File: src/verilog/hsc_pkg.sv
// constants, field layouts and carriers for the high-speed counter block
// assumes a 20 MHz pclk; every pacing count derives from that rate
package hsc_pkg;

  // ==========================================================
  // clock rate and response frequencies, all in kHz
  localparam int CLK_KHZ = 20000;
  localparam int F_HW_UD_KHZ = 100;
  localparam int F_HW_QUAD_KHZ = 50;
  localparam int F_HW_ALT_KHZ = 10;
  localparam int F_SW_KHZ = 40;
  localparam int F_SW_RED_KHZ = 30;
  localparam int F_ALL_KHZ = 80;
  localparam int F_ALL_RED_KHZ = 60;

  // least spacing between accepted edges, rounded up to cycles
  localparam logic [11:0] LIM_HW_UD =
    12'((CLK_KHZ + F_HW_UD_KHZ - 1) / F_HW_UD_KHZ);
  localparam logic [11:0] LIM_HW_QUAD =
    12'((CLK_KHZ + F_HW_QUAD_KHZ - 1) / F_HW_QUAD_KHZ);
  localparam logic [11:0] LIM_HW_ALT =
    12'((CLK_KHZ + F_HW_ALT_KHZ - 1) / F_HW_ALT_KHZ);
  localparam logic [11:0] LIM_SW =
    12'((CLK_KHZ + F_SW_KHZ - 1) / F_SW_KHZ);
  localparam logic [11:0] LIM_SW_RED =
    12'((CLK_KHZ + F_SW_RED_KHZ - 1) / F_SW_RED_KHZ);
  localparam logic [11:0] LIM_ALL =
    12'((CLK_KHZ + F_ALL_KHZ - 1) / F_ALL_KHZ);
  localparam logic [11:0] LIM_ALL_RED =
    12'((CLK_KHZ + F_ALL_RED_KHZ - 1) / F_ALL_RED_KHZ);

  // ==========================================================
  // counter slots
  localparam int NCTR = 5;
  localparam int CI_A = 0;
  localparam int CI_B = 1;
  localparam int CI_UD = 2;
  localparam int CI_Q1 = 3;
  localparam int CI_Q2 = 4;

  // ==========================================================
  // register byte offsets
  localparam logic [7:0] OFF_CTRL = 8'h00;
  localparam logic [7:0] OFF_STAT = 8'h04;
  localparam logic [7:0] OFF_CNT0 = 8'h10;
  localparam logic [7:0] OFF_CNT4 = 8'h20;
  localparam logic [8:0] CTRL_RST = 9'h000;
  localparam int STAT_DROP_LSB = 8;
  localparam int STAT_INV_BIT = 16;

  // control word, bit 0 is function_change_enable
  typedef struct packed {
    logic table_compare_used;
    logic zone_compare_used;
    logic quad_group2_four_edge_select;
    logic quad_group1_four_edge_select;
    logic alt_updown_quad_select;
    logic alt_mode_b_select;
    logic alt_mode_a_select;
    logic reset_polarity_select;
    logic function_change_enable;
  } hsc_ctrl_t;

  // field pins from the machine side
  typedef struct packed {
    logic [1:0] ext_start;
    logic [3:0] ext_reset;
    logic [7:0] term;
  } hsc_pins_t;

endpackage

File: src/verilog/hsc_top.sv
// high-speed counter function switch: five counters behind APB
// assumes field pins are asynchronous; APB runs on pclk
// Notes on behaviour
// RL1 - external reset clears counter while on
// RL2 - enabled inverted polarity clears while off
// RL3 - polarity inversion applies to all counters
// RL4 - inverted polarity demotes primary quadrature counter; the code demotes the group 2 counter (CI_Q2) and keeps CI_Q1 hardware
// RL5 - mode a: terminal 6, no reset, hardware
// RL6 - mode b: terminal 7, no reset, hardware
// RL7 - alt up/down hardware, alt quadrature software
// RL8 - program sets selects before the counter
// RL9 - quadrature one edge default, four selectable
// RL10 - hardware up/down accepts up to 100 kHz
// RL11 - hardware quadrature accepts up to 50 kHz
// RL12 - hardware counters skip overall frequency limit
// RL13 - demoted counters obey software limits
// RL14 - compare instructions reduce all software limits
// RL15 - selects act only with function change enable; the two quad group four-edge selects act without it
// RL16 - two group selects pick four-edge counting
//
// Our own choices: the placing of the registers and the APB slave port.
`timescale 1ns/100ps
`default_nettype none

// ============================================================
// pacing timer: rdy drops for lim - 1 cycles after each take
module hsc_gate (
  // clock and reset
  input wire logic pclk,
  input wire logic presetn,
  // pacing
  input wire logic [11:0] lim,
  input wire logic take,
  output logic rdy
);
  logic [11:0] tmr_r;

  // reload on take, then run down to zero
  always_ff @(posedge pclk or negedge presetn) begin
    if (!presetn) begin
      tmr_r <= 12'h000;
    end else if (take) begin
      tmr_r <= lim - 12'h001;
    end else if (tmr_r != 12'h000) begin
      tmr_r <= tmr_r - 12'h001;
    end
  end
  assign rdy = (tmr_r == 12'h000);
endmodule

// ============================================================
// top level
module hsc_top
  import hsc_pkg::*;
(
  // clock and reset
  input wire logic pclk,
  input wire logic presetn,
  // apb slave
  input wire logic psel,
  input wire logic penable,
  input wire logic pwrite,
  input wire logic [7:0] paddr,
  input wire logic [31:0] pwdata,
  output logic [31:0] prdata,
  output logic pready,
  output logic pslverr,
  // field pins
  input wire hsc_pins_t pins
);
  hsc_ctrl_t ctrl_r;
  hsc_pins_t s1_r, s2_r, s3_r;
  logic [31:0] cnt_r [NCTR];
  logic [NCTR-1:0] drop_r, ev_v, dir_v, clr_v, sw_v, rdy_v, take_v;
  logic [11:0] lim_v [NCTR];
  logic [31:0] prdata_r;
  logic [7:0] t, tp;
  logic fce, inv, alt_a, alt_b, alt_ud, reduced, ovr_rdy, ovr_take;
  logic [3:0] rst_act;
  logic wr_acc, mapped;

  // ==========================================================
  // pin synchronisers; third stage only feeds edge detection
  always_ff @(posedge pclk or negedge presetn) begin
    if (!presetn) begin
      s1_r <= '0;
      s2_r <= '0;
      s3_r <= '0;
    end else begin
      s1_r <= pins;
      s2_r <= s1_r;
      s3_r <= s2_r;
    end
  end
  assign t = s2_r.term;
  assign tp = s3_r.term;

  // ==========================================================
  // effective function selects
  // RL15 enable gates polarity and alternate-mode selects
  assign fce = ctrl_r.function_change_enable;
  assign inv = fce & ctrl_r.reset_polarity_select;
  assign alt_a = fce & ctrl_r.alt_mode_a_select;
  assign alt_b = fce & ctrl_r.alt_mode_b_select;
  assign alt_ud = fce & ctrl_r.alt_updown_quad_select;
  // RL14 compare use reduces
  assign reduced = ctrl_r.zone_compare_used |
    ctrl_r.table_compare_used;
  // RL2 RL3 one global inversion
  assign rst_act = s2_r.ext_reset ^ {4{inv}};

  // quadrature step decoder, both phases changing is ignored in four-edge mode
  function automatic logic [1:0] quad_step(input logic a, b, pa,
    pb, four);
    logic [1:0] r;
    r = 2'b00;
    if (!four) begin
      r = {a & !pa, !b};
    end else if ((a ^ pa) != (b ^ pb)) begin
      r = {1'b1, a ^ pb};
    end
    return r;
  endfunction

  // ==========================================================
  // count events, directions, clears and software status
  always_comb begin
    ev_v = '0;
    dir_v = '1;
    // RL5 terminal 6 source
    ev_v[CI_A] = alt_a ? (t[6] & !tp[6]) :
      (t[0] & !tp[0] & s2_r.ext_start[0]);
    // RL6 terminal 7 source
    ev_v[CI_B] = alt_b ? (t[7] & !tp[7]) :
      (t[2] & !tp[2] & s2_r.ext_start[1]);
    // up on terminal 3, down on terminal 4
    ev_v[CI_UD] = (t[3] & !tp[3]) ^ (t[4] & !tp[4]);
    dir_v[CI_UD] = t[3] & !tp[3];
    // RL9 RL16 group edge modes
    {ev_v[CI_Q1], dir_v[CI_Q1]} = quad_step(t[6], t[7], tp[6],
      tp[7], ctrl_r.quad_group1_four_edge_select);
    {ev_v[CI_Q2], dir_v[CI_Q2]} = quad_step(t[1], t[5], tp[1],
      tp[5], ctrl_r.quad_group2_four_edge_select);
    // RL1 RL5 RL6 RL7 reset inputs
    clr_v[CI_A] = !alt_a & rst_act[0];
    clr_v[CI_B] = !alt_b & rst_act[1];
    clr_v[CI_UD] = !alt_ud & rst_act[2];
    clr_v[CI_Q1] = 1'b0;
    clr_v[CI_Q2] = !alt_ud & rst_act[3];
    // RL4 RL7 hardware or software
    sw_v[CI_A] = !alt_a;
    sw_v[CI_B] = !alt_b;
    sw_v[CI_UD] = !alt_ud;
    sw_v[CI_Q1] = 1'b0;
    sw_v[CI_Q2] = alt_ud | inv;
  end

  // ==========================================================
  // response limits per counter
  always_comb begin
    for (int i = 0; i < NCTR; i++) begin
      // RL13 RL14 software limits
      lim_v[i] = reduced ? LIM_SW_RED : LIM_SW;
    end
    // RL5 RL6 alternate single-input hardware
    if (alt_a) begin
      lim_v[CI_A] = LIM_HW_ALT;
    end
    if (alt_b) begin
      lim_v[CI_B] = LIM_HW_ALT;
    end
    // RL10 hardware up/down rate
    if (!sw_v[CI_UD]) begin
      lim_v[CI_UD] = LIM_HW_UD;
    end
    // RL11 hardware quadrature rate
    lim_v[CI_Q1] = LIM_HW_QUAD;
    if (!sw_v[CI_Q2]) begin
      lim_v[CI_Q2] = LIM_HW_QUAD;
    end
  end

  // one pacing timer per counter
  for (genvar g = 0; g < NCTR; g++) begin : g_gate
    hsc_gate u_gate (
      .pclk(pclk),
      .presetn(presetn),
      .lim(lim_v[g]),
      .take(take_v[g]),
      .rdy(rdy_v[g])
    );
  end

  // shared software budget; one software edge per window
  hsc_gate u_all (
    .pclk(pclk),
    .presetn(presetn),
    .lim(reduced ? LIM_ALL_RED : LIM_ALL),
    .take(ovr_take),
    .rdy(ovr_rdy)
  );

  // lowest slot wins the shared budget in a tie
  always_comb begin
    logic used;
    used = 1'b0;
    take_v = '0;
    for (int i = 0; i < NCTR; i++) begin
      // RL12 hardware bypasses budget
      if (ev_v[i] && rdy_v[i] && (!sw_v[i] ||
          (ovr_rdy && !used))) begin
        take_v[i] = 1'b1;
        used = used | sw_v[i];
      end
    end
  end
  assign ovr_take = |(take_v & sw_v);

  // ==========================================================
  // counters; clear holds while the reset input is active
  always_ff @(posedge pclk or negedge presetn) begin
    if (!presetn) begin
      for (int i = 0; i < NCTR; i++) begin
        cnt_r[i] <= 32'h0000_0000;
      end
    end else begin
      for (int i = 0; i < NCTR; i++) begin
        // RL1 RL2 level clear
        if (clr_v[i]) begin
          cnt_r[i] <= 32'h0000_0000;
        end else if (take_v[i]) begin
          cnt_r[i] <= dir_v[i] ? cnt_r[i] + 32'h0000_0001 :
            cnt_r[i] - 32'h0000_0001;
        end
      end
    end
  end

  // ==========================================================
  // apb: read data latched in setup, answered in the first access cycle
  assign wr_acc = psel & penable & pwrite;
  assign mapped = (paddr == OFF_CTRL) || (paddr == OFF_STAT) ||
    (!pwrite && paddr >= OFF_CNT0 && paddr <= OFF_CNT4 &&
    paddr[1:0] == 2'b00);
  assign pready = 1'b1;
  assign pslverr = psel & penable & !mapped;
  assign prdata = prdata_r;

  // control register
  // RL8 software orders selects
  always_ff @(posedge pclk or negedge presetn) begin
    if (!presetn) begin
      ctrl_r <= CTRL_RST;
    end else if (wr_acc && paddr == OFF_CTRL) begin
      ctrl_r <= pwdata[8:0];
    end
  end

  // dropped-edge flags, write one to clear; a new drop wins
  always_ff @(posedge pclk or negedge presetn) begin
    if (!presetn) begin
      drop_r <= '0;
    end else if (wr_acc && paddr == OFF_STAT) begin
      drop_r <= (drop_r & ~pwdata[STAT_DROP_LSB +: NCTR]) |
        (ev_v & ~take_v);
    end else begin
      drop_r <= drop_r | (ev_v & ~take_v);
    end
  end

  // read mux sampled in the setup cycle
  always_ff @(posedge pclk or negedge presetn) begin
    if (!presetn) begin
      prdata_r <= 32'h0000_0000;
    end else if (psel && !penable) begin
      prdata_r <= 32'h0000_0000;
      if (paddr == OFF_CTRL) begin
        prdata_r <= {23'h00_0000, ctrl_r};
      end else if (paddr == OFF_STAT) begin
        prdata_r <= {15'h0000, inv, 3'h0, drop_r, 3'h0, sw_v};
      end else if (mapped && !pwrite) begin
        prdata_r <= cnt_r[3'((paddr - OFF_CNT0) >> 2)];
      end
    end
  end

  // cycles since the up/down counter last took an edge
  logic [11:0] gap_r;
  always_ff @(posedge pclk or negedge presetn) begin
    if (!presetn) begin
      gap_r <= 12'hfff;
    end else if (take_v[CI_UD]) begin
      gap_r <= 12'h001;
    end else if (gap_r != 12'hfff) begin
      gap_r <= gap_r + 12'h001;
    end
  end
endmodule
`default_nettype wire

File: config.mk
export PLATFORM = sky130hd
export DESIGN_NAME = hsc_top
export DESIGN_NICKNAME = d
export VERILOG_FILES = /design/src/verilog/hsc_pkg.sv /design/src/verilog/hsc_top.sv
export SDC_FILE = /design/constraint.sdc
export NUM_CORES = 1
export LEC_CHECK = 0
export ABC_AREA = 1
export BUFFER_PORTS_ARGS = -buffer_cell sky130_fd_sc_hd__buf_4
export CAP_MARGIN = 40
export CORE_ASPECT_RATIO = 1.1
export CORE_UTILIZATION = 40
export CTS_BUF_LIST = sky130_fd_sc_hd__clkbuf_8
export DETAILED_ROUTE_END_ITERATION = 8
export GPL_TIMING_DRIVEN = 0
export HOLD_SLACK_MARGIN = 0.08
export PLACE_DENSITY_LB_ADDON = 0.2
export SLEW_MARGIN = 15
export SYNTH_ARGS = -nofsm -noshare
export SYNTH_HDL_FRONTEND = slang
export SYNTH_HIERARCHICAL = 1
export SYNTH_SLANG_ARGS = --single-unit
File: constraint.sdc
create_clock -name pclk -period 3.85 [get_ports pclk]
set_input_delay 0.77 -clock pclk [delete_from_list [all_inputs] [get_ports pclk]]
set_output_delay 0.77 -clock pclk [all_outputs]
set_load 0.02 [all_outputs]
# After elaboration in Yosys (flattened, before gate mapping)
# Cells that the tools add are included.
[totals] mem_bits_ro=0 reg_bits=314 output_inout_bits=34 ramBits=0 memories=0 latch_bits=0
[op_classes] n_reduce_logical=69 addsub=20 order_cmp=3 mul=0 shift=0 n_bitwise=40 div=0 eq_ne=3 muxes=50
[ops] op="32-bit two-way mux" count=16
[ops] op="32-bit by 1-bit adder with 32-bit output (second input constant)" count=5
[ops] op="12-bit two-way mux" count=12
[ops] op="32-bit binary-select mux with 3-bit select" count=1
[ops] op="32-bit by 1-bit subtractor with 32-bit output (second input constant)" count=3
[ops] op="12-bit zero test" count=6
[ops] op="12-bit nonzero test" count=6
[ops] op="12-bit by 1-bit subtractor with 12-bit output (second input constant)" count=6
[ops] op="10-bit two-way mux" count=3
[ops] op="11-bit by 1-bit subtractor with 12-bit output (second input constant)" count=2
[ops] op="11-bit two-way mux" count=2
[ops] op="10-bit by 1-bit subtractor with 11-bit output (second input constant)" count=2
[ops] op="1-bit AND" count=20
[ops] op="2-bit nonzero test" count=10
[ops] op="1-bit logical AND" count=19
[ops] op="1-bit zero test" count=19
[ops] op="5-bit AND" count=3
[ops] op="1-bit two-way mux" count=10
[ops] op="5-bit NOT" count=2
[ops] op="5-bit OR" count=2
[ops] op="9-bit by 1-bit subtractor with 10-bit output (second input constant)" count=1
[ops] op="9-bit two-way mux" count=1
[ops] op="8-bit by 3-bit equality test with 1-bit output (second input constant)" count=1
[ops] op="8-bit by 5-bit greater-or-equal comparator with 1-bit output (second input constant)" count=1
[ops] op="14 further kinds" count=32

# Depth between registers and ports, before layout
# Gate-level depths: netlist of run 1.
[depth] depth_word=26 depth_mapped=27 depth_no_buf=26

# Cells and area by module
# The synthesis of run 1 kept the hierarchy.
[modules_own_cells] mod="hsc_top" cells_per_inst=2788 instances=1 area_each_um2=18864.3
[modules_own_cells] mod="hsc_gate" cells_per_inst=147 instances=6 area_each_um2=983.4

# Worst setup path after synthesis of run 1
# No wires, ideal clock.
[synth_timing] path_type="register to register" from="register s2_r, in the netlist t[3]" to="register u_all.tmr_r[10]" required_ns=3.733 setup_slack_ns=0.493 synth_period_minus_slack_ns=3.357 setup_time_ns=0.117 arrival_ns=3.241 stages_incl_launch_ff=21 cell_sequence="dfrtp_1 -> inv_1 -> or2_2 -> clkbuf_1 -> xnor2_1 -> nand2_1 -> o21ai_2 -> nand2_4 -> nand2_8 -> o21ai_0 -> buf_6 -> nand2_1 -> o21ai_4 -> ha_1 -> inv_1 -> nor2_2 -> nand2_2 -> nor2_2 -> nand2_1 -> nor2_1 -> nor2_1"
[synth_between] elab_chain_cells=13 word_cells_on_any_way=15
[synth_lines] item="from (decl)" line="hsc_top.sv:72" rtl="hsc_pins_t s1_r, s2_r, s3_r;"
[synth_lines] item="from (signal assigned)" line="hsc_top.sv:91" rtl="s2_r <= s1_r;"
[synth_lines] item="1-bit AND *" line="hsc_top.sv:137" rtl="ev_v[CI_UD] = (t[3] & !tp[3]) ^ (t[4] & !tp[4]);"
[synth_lines] item="1-bit bitwise XOR *" line="hsc_top.sv:137"
[synth_lines] item="1-bit logical AND * (2 in series)" line="hsc_top.sv:210" rtl="if (ev_v[i] && rdy_v[i] && (!sw_v[i] ||"
[synth_lines] item="1-bit two-way mux" line="hsc_top.sv:210"
[synth_lines] item="1-bit zero test" line="hsc_top.sv:211" rtl="(ovr_rdy && !used))) begin"
[synth_lines] item="1-bit logical AND" line="hsc_top.sv:211"
[synth_lines] item="1-bit logical OR" line="hsc_top.sv:210"
[synth_lines] item="1-bit logical AND" line="hsc_top.sv:210"
[synth_lines] item="1-bit two-way mux" line="hsc_top.sv:210"
[synth_lines] item="5-bit AND *" line="hsc_top.sv:217" rtl="assign ovr_take = |(take_v & sw_v);"
[synth_lines] item="5-bit OR reduction *" line="hsc_top.sv:217"
[synth_lines] item="via ovr_take" line="hsc_top.sv:78" rtl="logic fce, inv, alt_a, alt_b, alt_ud, reduced, ovr_rdy, ovr_take;"
[synth_lines] item="12-bit two-way mux or 2-bit nonzero test (tied branches)"
[synth_lines] item="to (signal assigned)" line="hsc_top.sv:43" rtl="tmr_r <= lim - 12'h001;"
[synth_lines] item="to (signal assigned)" line="hsc_top.sv:45" rtl="tmr_r <= tmr_r - 12'h001;"
[synth_lines] item="to (decl)" line="hsc_top.sv:36" rtl="logic [11:0] tmr_r;"
# Mark *: on every way through the listed nets, which the timed path passes. The rest lies on a longest branch.
# A chain may end at the register's enable or synchronous reset.

# Final worst setup path of run 1
# Ends and elaborated chain as after synthesis.

==> results of run 1 <==
==> cell families after synthesis <==
family / share of synthesized area [%]
compound gates: 13.5
xor+xnor: 2.37
fa+ha+maj: 5.35
buf+inv: 10.7
flops: 31.7
mux: 0.273
other cells: 0.0303
simple gates: 36.0
==> flip-flops by register name (all words and copies together) (netlist names) <==
name / count
cnt_r: 160
g_gate.u_gate/tmr_r: 60
prdata: 32
s1_r: 14
u_all/tmr_r: 12
ctrl_r: 8
t: 8
tp: 8
s2_r: 6
drop_r: 5
fce: 1
==> cell type report <==
type / count / area (µm²) / share of cell area (%)
antenna: 1 / 2.50 / 0.00894
buffer: 87 / 583 / 2.08
clock buffer: 72 / 991 / 3.54
clock inverter: 36 / 295 / 1.06
inverter: 549 / 2060 / 7.38
multi-input combinational: 2753 / 14400 / 51.6
sequential: 314 / 7860 / 28.1
tap: 824 / 1030 / 3.69
timing repair buffer: 84 / 718 / 2.57
==> layer usage <==
layer  track usage (%)  wire [µm]  vias up
met2              41.9      37100      516
met4              9.29       2910        0
met1              33.7      35700    11000
met5                 0          0        -
li1                  -          -    12200
met3              2.74       3210      151
==> stage by stage <==
stage / power, µW / setup TNS (ns) / instance area (µm²) / worst slack, ns / std cells
6_report: 8630 / 0 / 28000 / 0.319 / 4720
5_1_grt: 9060 / -0.00458 / 28000 / -0.00458 / 4720
4_1_cts: 8700 / 0 / 27900 / 0.0107 / 4713
3_5_place_dp: 5060 / -4.30 / 26600 / -0.493 / 4605
3_3_place_gp: 5030 / -361.52 / 26500 / -1.13 / 4599
2_1_floorplan: 4520 / 0 / 24900 / 0.493 / 3704
==> worst reg2reg max path: cells and delay by family (launching register included) <==
kind / cells / cell delay [ns]
and+or+nand+nor: 12 / 1.81
AOI/OAI and AO/OA: 3 / 0.54
xor gates and xnor gates: 1 / 0.22
DFF: 1 / 0.38
adders and majority gates: 1 / 0.21
buffers and inverters: 3 / 0.35
==> cell usage after synthesis, drive strengths merged, types with 47 or more instances <==
| cell type | number | area share [%] |
|---|---|---|
| nand2 | 1143 | 18 |
| inv | 545 | 8.3 |
| nor2 | 390 | 6.7 |
| dfrtp | 314 | 32 |
| nand3 | 264 | 6.2 |
| a21oi | 213 | 4.5 |
| o21ai | 210 | 5.0 |
| ha | 101 | 5.1 |
| nand4 | 69 | 1.8 |
| nor3 | 59 | 1.3 |
| buf | 49 | 1.8 |
| xor2 | 47 | 1.7 |
==> how the worst max path moves through the flow <==
stage,cells after the start,end,slack (ns),from
after global placement,1,g_gate[3].u_gate/tmr_r[0]$_DFFE_PN0P_,-1.13,presetn
after CTS,26,u_all/tmr_r[10]$_DFFE_PN0P_,0.01,u_all/tmr_r[3]$_DFFE_PN0P_
final,20,u_all/tmr_r[10]$_DFFE_PN0P_,0.32,t[3]$_DFF_PN0_
after detailed placement,19,u_all/tmr_r[10]$_DFFE_PN0P_,-0.49,tp[3]$_DFF_PN0_
after floorplan,20,u_all/tmr_r[10]$_DFFE_PN0P_,0.49,t[3]$_DFF_PN0_
after global routing,26,u_all/tmr_r[10]$_DFFE_PN0P_,-0.005,u_all/tmr_r[3]$_DFFE_PN0P_
==> repair_timing <==
item | 4_1_cts | 5_1_grt
pin swaps | 0 | 1
endpoints found under the setup margin | 23 | 23
hold buffers | 1 | 0
endpoints found under the hold margin | 39 | 0
resized for setup | 2 | 11
setup buffers | 0 | 6
==> power groups by stage <==
stage               Combinational [µW]  Clock (µW)  Sequential (µW)
finish                            1590        3600             3440
floorplan                         1060           0             3460
global route                      1800        3820             3440
global placement                  1530           0             3490
detailed placement                1560           0             3500
CTS                               1570        3700             3440
==> flow_summary.toml, run 1 <==
[global_routing]
grt_usage_pct = 25.3
grt_overflow = 0
grt_pass1_vias = 22600
grt_pass1_wl_um = 125000
antenna_found_initial = 1
grt_max_degree = 95

[drt]
dr.pass1.iters = 5
viasPerCell = 5.05
ant_nets = 0
dr.first_iter.drc_count = 1759
vias = 23800
drc = 0
wl_um = 78900
routedWlPerCell_um = 16.7

[layout]
final_cell_mix = "nand2_1, inv_1, nor2_1"
nFillCells = 6560
layout_commonest_cell = "nand2_1"
utilization_pct = 45.8
drive_gt1_share_pct = 11.7
nets = 4010
areaGrowthSynthToFinish_pct = 13.0

[floorplan]
fp.dieH_um = 263
start_util_pct = 40.5
die_area_mm2 = 0.0629
io-pin-count = 93
die_width_um = 239
core_mm2 = 0.0611
num_rows = 95

[power]
p_leak_uw = 0.0146
pwr-share-clk_pct = 41.7
power_frac_comb_pct = 18.5
internal_power_uw = 5830
seqPwrFrac_pct = 39.8
power.density_mw_per_mm2 = 308
p_sw_uw = 2790
p_sw_share_pct = 32.4
peakVddDrop_v = 0.000231

[clock_tree]
cts_root_buf = "clkbuf_8"
cts_num_sinks = 314
cts_tree = "yes"
cts_max_path_buffers = 3
htree_levels = 2
cts.clk_slew.worst_paths_ns = 0.06
clock_latency_ns = 0.70
cts_made_buffers = 58

[yosys]
syn_avg_cell_area_um2 = 6.75
ys_types = 65
synth_edf_count = 0
syn_area_mm2 = 0.0248
yosysWarnings = 6
seq_area_frac_synth_pct = 31.7
ys.flop_type = "dfrtp_1"
syn_inst = 3670
ys_async_sr_fraction_pct = 100
ys_seq_elements = 314

[min_path]
hold_depth = 1
min_path_type = "in -> reg"
min_from = "pins[10]"
hold_end = "s1_r[10]$_DFF_PN0_"

[timing]
hold-worst-slack_ns = 0.176
tightest_slew_ns = 0.828
maxSlewHeadroom_pct = 44.2
final_hold_viol_count = 0
max_freq_mhz = 283
setup_violations = 0
min_period_ns = 3.53
report.final.slew_viol_count = 0
period_share_pct = 91.7
finalClockSkew_ns = 0.0500

[job]
drv_cap = 0

[worst_setup_path]
worstSetupPathType = "reg -> reg"
crit_buf_inv = 3
cp.required_ns = 4.48
worst-path-max-fanout = 33
arrival_ns = 4.16
critPathSlowestCell = "or2_2"
path_cells = "inv_1 -> or2_2 -> xnor2_4 -> nand2_1 -> o21ai_2 -> nand2_4 -> nand2_8 -> o21ai_1 -> buf_6 -> nand2_1 -> o21ai_4 -> ha_1 -> inv_1 -> nor2_2 -> nand2_2 -> nor2_4 -> nand2_1 -> nand2_1 -> nand2_1 -> nor2_1"
cp_top_family = "simple AND/OR/NAND/NOR gates"
reg2reg_depth = 20
cp_slowest_stage_delay_ns = 0.65
r2r_end = "u_all/tmr_r[10]$_DFFE_PN0P_"
r2r_setup_slack_ns = 0.32
endpoint_kind = "register"
cp-start-kind = "register"
timing.rr.start = "t[3]$_DFF_PN0_"
path_common_cell = "nand2_1"

[placed_design]
routabilityCongestion = 0.990
dp_hpwl_um = 62800
port_buffers = 71

[status]
outcome = "finished, final reports clean"
Power figures use the tool's default switching activity.
==> run 2, diff against run 1 <==
--- a/config.mk
+++ b/config.mk
@@ -5,7 +5,6 @@
 export SDC_FILE = /design/constraint.sdc
 export NUM_CORES = 1
 export LEC_CHECK = 0
-export ABC_AREA = 1
 export BUFFER_PORTS_ARGS = -buffer_cell sky130_fd_sc_hd__buf_4
 export CAP_MARGIN = 40
 export CORE_ASPECT_RATIO = 1.1
==> flow_summary.toml, run 2 <==
[drt]
viasPerCell = 5.64
wl_um = 64100
dr.first_iter.drc_count = 1405
drc = 0
ant_nets = 0
vias = 19300
dr.pass1.iters = 7
routedWlPerCell_um = 18.7

[global_routing]
grt_usage_pct = 23.2
antenna_found_initial = 0
grt_max_degree = 91
grt_pass1_vias = 18800
grt_overflow = 0
grt_pass1_wl_um = 101000

[power]
p_leak_uw = 0.0113
peakVddDrop_v = 0.000217
power.density_mw_per_mm2 = 281
p_total_uw = 7310

[timing]
period_share_pct = 103
final_hold_viol_count = 0
fin_tns_setup_ns = -0.261
min_period_ns = 3.98
rsz0062_at_grt = "yes"
tightest_slew_ns = 0.878
fin_ws_ns = -0.126
finalClockSkew_ns = 0.0387
report.final.slew_viol_count = 0
max_freq_mhz = 252
maxSlewHeadroom_pct = 41.3
setup_violations = 6

[clock_tree]
ctsHoldBuffers = 0
cts_tree = "yes"
htree_levels = 2
cts_made_buffers = 58
clock_latency_ns = 0.68
cts_max_path_buffers = 3
cts_root_buf = "clkbuf_8"
cts_num_sinks = 314
cts.clk_slew.worst_paths_ns = 0.06

[layout]
diodes = 0
layout_commonest_cell = "dfrtp_1"
largest_reg_flops = 160
nets = 2878
multiInputGateArea_mm2 = 0.0139
seq_area_mm2 = 0.00787
nFillCells = 4862
final_cell_mix = "dfrtp_1, nand2_1, nor2_1"
areaGrowthSynthToFinish_pct = 22.9
drive_gt1_share_pct = 17.9
top_register = "cnt_r"

[floorplan]
io-pin-count = 93
num_rows = 88
die_width_um = 221
core_mm2 = 0.0523
start_util_pct = 40.5
fp.dieH_um = 243
die_area_mm2 = 0.0538

[yosys]
syn_avg_cell_area_um2 = 8.84
syn_area_mm2 = 0.0212
synth_commonest_cells = "dfrtp_1, nand2_1, nor2_1, a21oi_1, o21ai_0"
synth_edf_count = 0
ys_types = 76
ys_async_sr_fraction_pct = 100
ys.flop_type = "dfrtp_1"
synth.area.top_cells = "dfrtp_1, ha_1, nand2_1, a21oi_1, xor2_1"
syn_inst = 2395
synth_top_cell_by_area = "dfrtp_1"
yosysMostFrequentCell = "dfrtp_1"
yosysWarnings = 6
yosys.area.top_type_share_pct = 37.1
ys_seq_elements = 314
seq_area_frac_synth_pct = 37.1

[worst_setup_path]
worstSetupPathType = "reg -> reg"
arrival_ns = 4.53
worst-path-max-fanout = 6
cp-start-kind = "register"
endpoint_kind = "register"
r2r_setup_slack_ns = -0.13
reg2reg_depth = 17
cp.required_ns = 4.40

[status]
violations = "setup timing"
outcome = "finished with violations"

[placed_design]
routabilityCongestion = 0.929
dp_hpwl_um = 46200
pre_cts_ws_ns = -1.14
port_buffers = 70

[min_path]
min_path_type = "in -> async"

[job]
drv_cap = 0
## run 2: cell types whose count changed after synthesis, sizes merged, moves of 43 or more
cell   change
inv      -473
xor2      +47
nand2    -864
o22ai     +48
a21o      +43
nand3    -185
o21ai     -89
xnor2     +66
nor2     -176
## run 2: stage by stage
stage	area, µm²	instances	hold slack, ns	util (%)
5_1_grt	26000	3431	0.129	49.7
3_5_place_dp	23300	3250	0.335	44.5
3_3_place_gp	23100	3238	0.333	44.1
4_1_cts	25400	3408	0.0941	48.6
6_report	26000	3431	0.0805	49.7
2_1_floorplan	21700	2493	0.331	-
## run 2: layer usage
layer  track usage [%]  routed length [µm]  up-vias
met5                 0                   0        -
met4              7.69                2000        0
li1                  -                   -     9322
met1              30.5               28500     9438
met3              2.74                2590      117
met2              39.7               31000      461
## run 2: cell families (layout without fill, tap and decap cells)
kind of cell    count (synthesis)  count (layout)  synth area share (%)
simple gates                  910             910                  21.2
compound gates                632             632                  19.3
flops                         314             314                  37.1
xor+xnor                      180             180                  7.45
buf+inv                       173             436                  3.26
fa+ha+maj                     104             104                  6.25
mux                            80              80                  5.31
other cells                     2             100                0.0355
## run 2: where the power goes
part	switching, µW	total, µW	leakage [µW]	internal [µW]
combinational	450	719	0.00663	269
sequential	51.9	3410	0.00399	3350
clock	1490	3180	0.000661	1700
total	1990	7310	0.0113	5320
## run 2: final timing paths
check	endpoint	from
worst min register to register	s2_r[12]$_DFF_PN0_	s1_r[12]$_DFF_PN0_
worst max register to register	u_all/tmr_r[11]$_DFFE_PN0P_	u_all/tmr_r[7]$_DFFE_PN0P_
worst max-delay path	u_all/tmr_r[11]$_DFFE_PN0P_	u_all/tmr_r[7]$_DFFE_PN0P_
max in group asynchronous	u_all/tmr_r[8]$_DFFE_PN0P_	presetn
min in group pclk	s1_r[1]$_DFF_PN0_	pins[1]
worst min-delay path	cnt_r[24]$_DFFE_PN0P_	presetn
## run 2: critical path: stages, from the launching register on
cell and delay, ns:
dfrtp_1 0.43, nor4_4 0.33, nand4_1 0.21, inv_2 0.16
o31ai_4 0.10, a31oi_4 0.23, a21oi_4 0.10, or3b_1 0.37
buf_6 0.15, buf_8 0.12, buf_12 0.13, o21ai_4 0.20
buf_6 0.17, buf_4 0.14, nor3b_2 0.17, o22ai_2 0.13
or4_4 0.43, a311oi_2 0.29
## run 2: final cells by class
type | instances | share of cell area, %
clock inverters | 31 | 0.630
flip-flops and latches | 314 | 30.2
multi-input cells | 2006 | 53.3
clock buffers | 70 | 3.70
inverters | 73 | 1.16
well taps | 675 | 3.25
repair inverters | 2 | 0.0770
plain buffers | 85 | 2.01
repair buffers | 175 | 5.64
## run 2: timing repair
item	CTS	global route
pin swaps	43	51
setup endpoints to repair	74	67
endpoints found under the hold margin	0	0
cloned	2	0
resized for setup	131	98
setup buffers	68	33
==> run 3, diff against run 2 <==
--- a/config.mk
+++ b/config.mk
@@ -8,7 +8,7 @@
 export BUFFER_PORTS_ARGS = -buffer_cell sky130_fd_sc_hd__buf_4
 export CAP_MARGIN = 40
 export CORE_ASPECT_RATIO = 1.1
-export CORE_UTILIZATION = 40
+export CORE_UTILIZATION = 65
 export CTS_BUF_LIST = sky130_fd_sc_hd__clkbuf_8
 export DETAILED_ROUTE_END_ITERATION = 8
 export GPL_TIMING_DRIVEN = 0
==> flow_summary.toml, run 3 (synthesis gave the netlist of run 2 again) <==
[status]
outcome = "finished with violations"
violations = "setup timing"

[power]
peakVddDrop_v = 0.000285
power.density_mw_per_mm2 = 289
p_leak_uw = 0.0113

[timing]
maxSlewHeadroom_pct = 33.4
tightest_slew_ns = 0.988
rsz0062_at_grt = "yes"
min_period_ns = 4.17
period_share_pct = 108
final_hold_viol_count = 0
hold-worst-slack_ns = 0.225
finalClockSkew_ns = 0.0403
report.final.slew_viol_count = 0
max_freq_mhz = 240
setup_violations = 17
fin_ws_ns = -0.319
fin_tns_setup_ns = -1.37

[layout]
drive_gt1_share_pct = 18.6
layout_commonest_cell = "dfrtp_1"
final_cell_mix = "dfrtp_1, nand2_1, nor2_1"
diodes = 0
largest_reg_flops = 160
areaGrowthSynthToFinish_pct = 22.3
nets = 2890
utilization_pct = 81.6
top_register = "cnt_r"

[worst_setup_path]
endpoint_kind = "register"
cp-start-kind = "register"
arrival_ns = 4.66
crit_buf_inv = 6
cp.required_ns = 4.34
path_cells = "nor4_2 -> nand4_1 -> inv_2 -> o31ai_4 -> a31oi_4 -> a21oi_4 -> or3b_1 -> buf_6 -> buf_12 -> o21ai_4 -> buf_6 -> buf_8 -> mux2i_4 -> ha_4 -> inv_2 -> nor3b_4 -> a22o_1 -> nand3_1"
cp_top_family = "simple AND/OR/NAND/NOR gates"
worstSetupPathType = "reg -> reg"
cp_slowest_stage_delay_ns = 0.45
critPathSlowestCell = "dfrtp_1"
worst-path-max-fanout = 8

[clock_tree]
cts.clk_slew.worst_paths_ns = 0.07
clock_latency_ns = 0.66
cts_max_path_buffers = 3
cts_made_buffers = 54
htree_levels = 2
cts_tree = "yes"
cts_num_sinks = 314
cts_root_buf = "clkbuf_8"

[drt]
dr.pass1.iters = 7
vias = 21000
wl_um = 68200
drc = 0
dr.first_iter.drc_count = 2319
routedWlPerCell_um = 21.4
viasPerCell = 6.59
ant_nets = 0

[global_routing]
grt_pass1_wl_um = 100000
antenna_found_initial = 0
grt_max_degree = 71
grt_overflow = 0
grt_pass1_vias = 19700
grt_usage_pct = 37.7

[placed_design]
dp_hpwl_um = 43400
routabilityCongestion = 0.950
port_buffers = 70
pre_cts_ws_ns = -1.31

[floorplan]
core_mm2 = 0.0317
die_width_um = 174
fp.dieH_um = 191
io-pin-count = 93
num_rows = 68
die_area_mm2 = 0.0333
start_util_pct = 66.7

[min_path]
min_path_type = "in -> reg"

[job]
drv_cap = 0
run 3: report_power, final:
| part | switching [µW] | internal (µW) |
|---|---|---|
| sequential | 56.2 | 3350 |
| clock | 1470 | 1860 |
| combinational | 471 | 277 |
| total | 2000 | 5490 |
run 3: path summary, 6_finish.rpt:
check                                      startpoint                          to  slack (ns)  cells past startpoint
setup / recovery           u_all/tmr_r[9]$_DFFE_PN0P_  u_all/tmr_r[8]$_DFFE_PN0P_       -0.32                     18
hold / removal                                pins[2]           s1_r[2]$_DFF_PN0_        0.22                      1
setup reg to reg           u_all/tmr_r[9]$_DFFE_PN0P_  u_all/tmr_r[8]$_DFFE_PN0P_       -0.32                     18
hold reg to reg                     s1_r[9]$_DFF_PN0_           s2_r[9]$_DFF_PN0_        0.35                      0
max in group asynchronous                     presetn              t[7]$_DFF_PN0_        1.78                      5
min in group asynchronous                     presetn       cnt_r[25]$_DFFE_PN0P_        0.63                      2
run 3: repair_timing:
item | 4_1_cts | 5_1_grt
buffers inserted | 81 | 37
hold buffers | 1 | 0
endpoints found under the hold margin | 47 | 0
pin swaps | 39 | 51
cloned | 2 | 0
endpoints found under the setup margin | 78 | 74
resized for setup | 107 | 120
run 3: stage by stage:
step                      cells  cell area (µm²)  total power, µW
after floorplan            2493            21700             3870
after global placement     2983            22700             4070
after detailed placement   2991            22900             4120
after CTS                  3165            25100             7410
after global routing       3190            25900             7730
final                      3190            25900             7490
run 3: worst reg2reg max path, cell delays in order (launching register included):
cell     delay, ns
dfrtp_1       0.45
nor4_2        0.32
nand4_1       0.21
inv_2         0.16
o31ai_4       0.11
a31oi_4       0.24
a21oi_4       0.10
or3b_1        0.41
buf_6         0.16
buf_12        0.15
o21ai_4       0.22
buf_6         0.17
buf_8         0.12
mux2i_4       0.26
ha_4          0.20
inv_2         0.06
nor3b_4       0.24
a22o_1        0.27
nand3_1       0.17
run 3: layout make-up:
cell class | instances | area, µm²
well taps | 420 | 526
clock buffers | 75 | 1030
multi-input cells | 2006 | 13900
repair buffers | 192 | 1610
flip-flops and latches | 314 | 7860
inverters | 73 | 302
clock inverters | 24 | 163
plain buffers | 84 | 503
fillers | 1913 | 5850
repair inverters | 2 | 17.5
run 3: layer usage:
layer	vias up	wire, µm	track usage [%]
met2	1236	32300	63.5
li1	9349	-	-
met1	10100	25700	47.6
met3	360	5920	6.01
met4	0	4360	18.3
met5	-	0	0
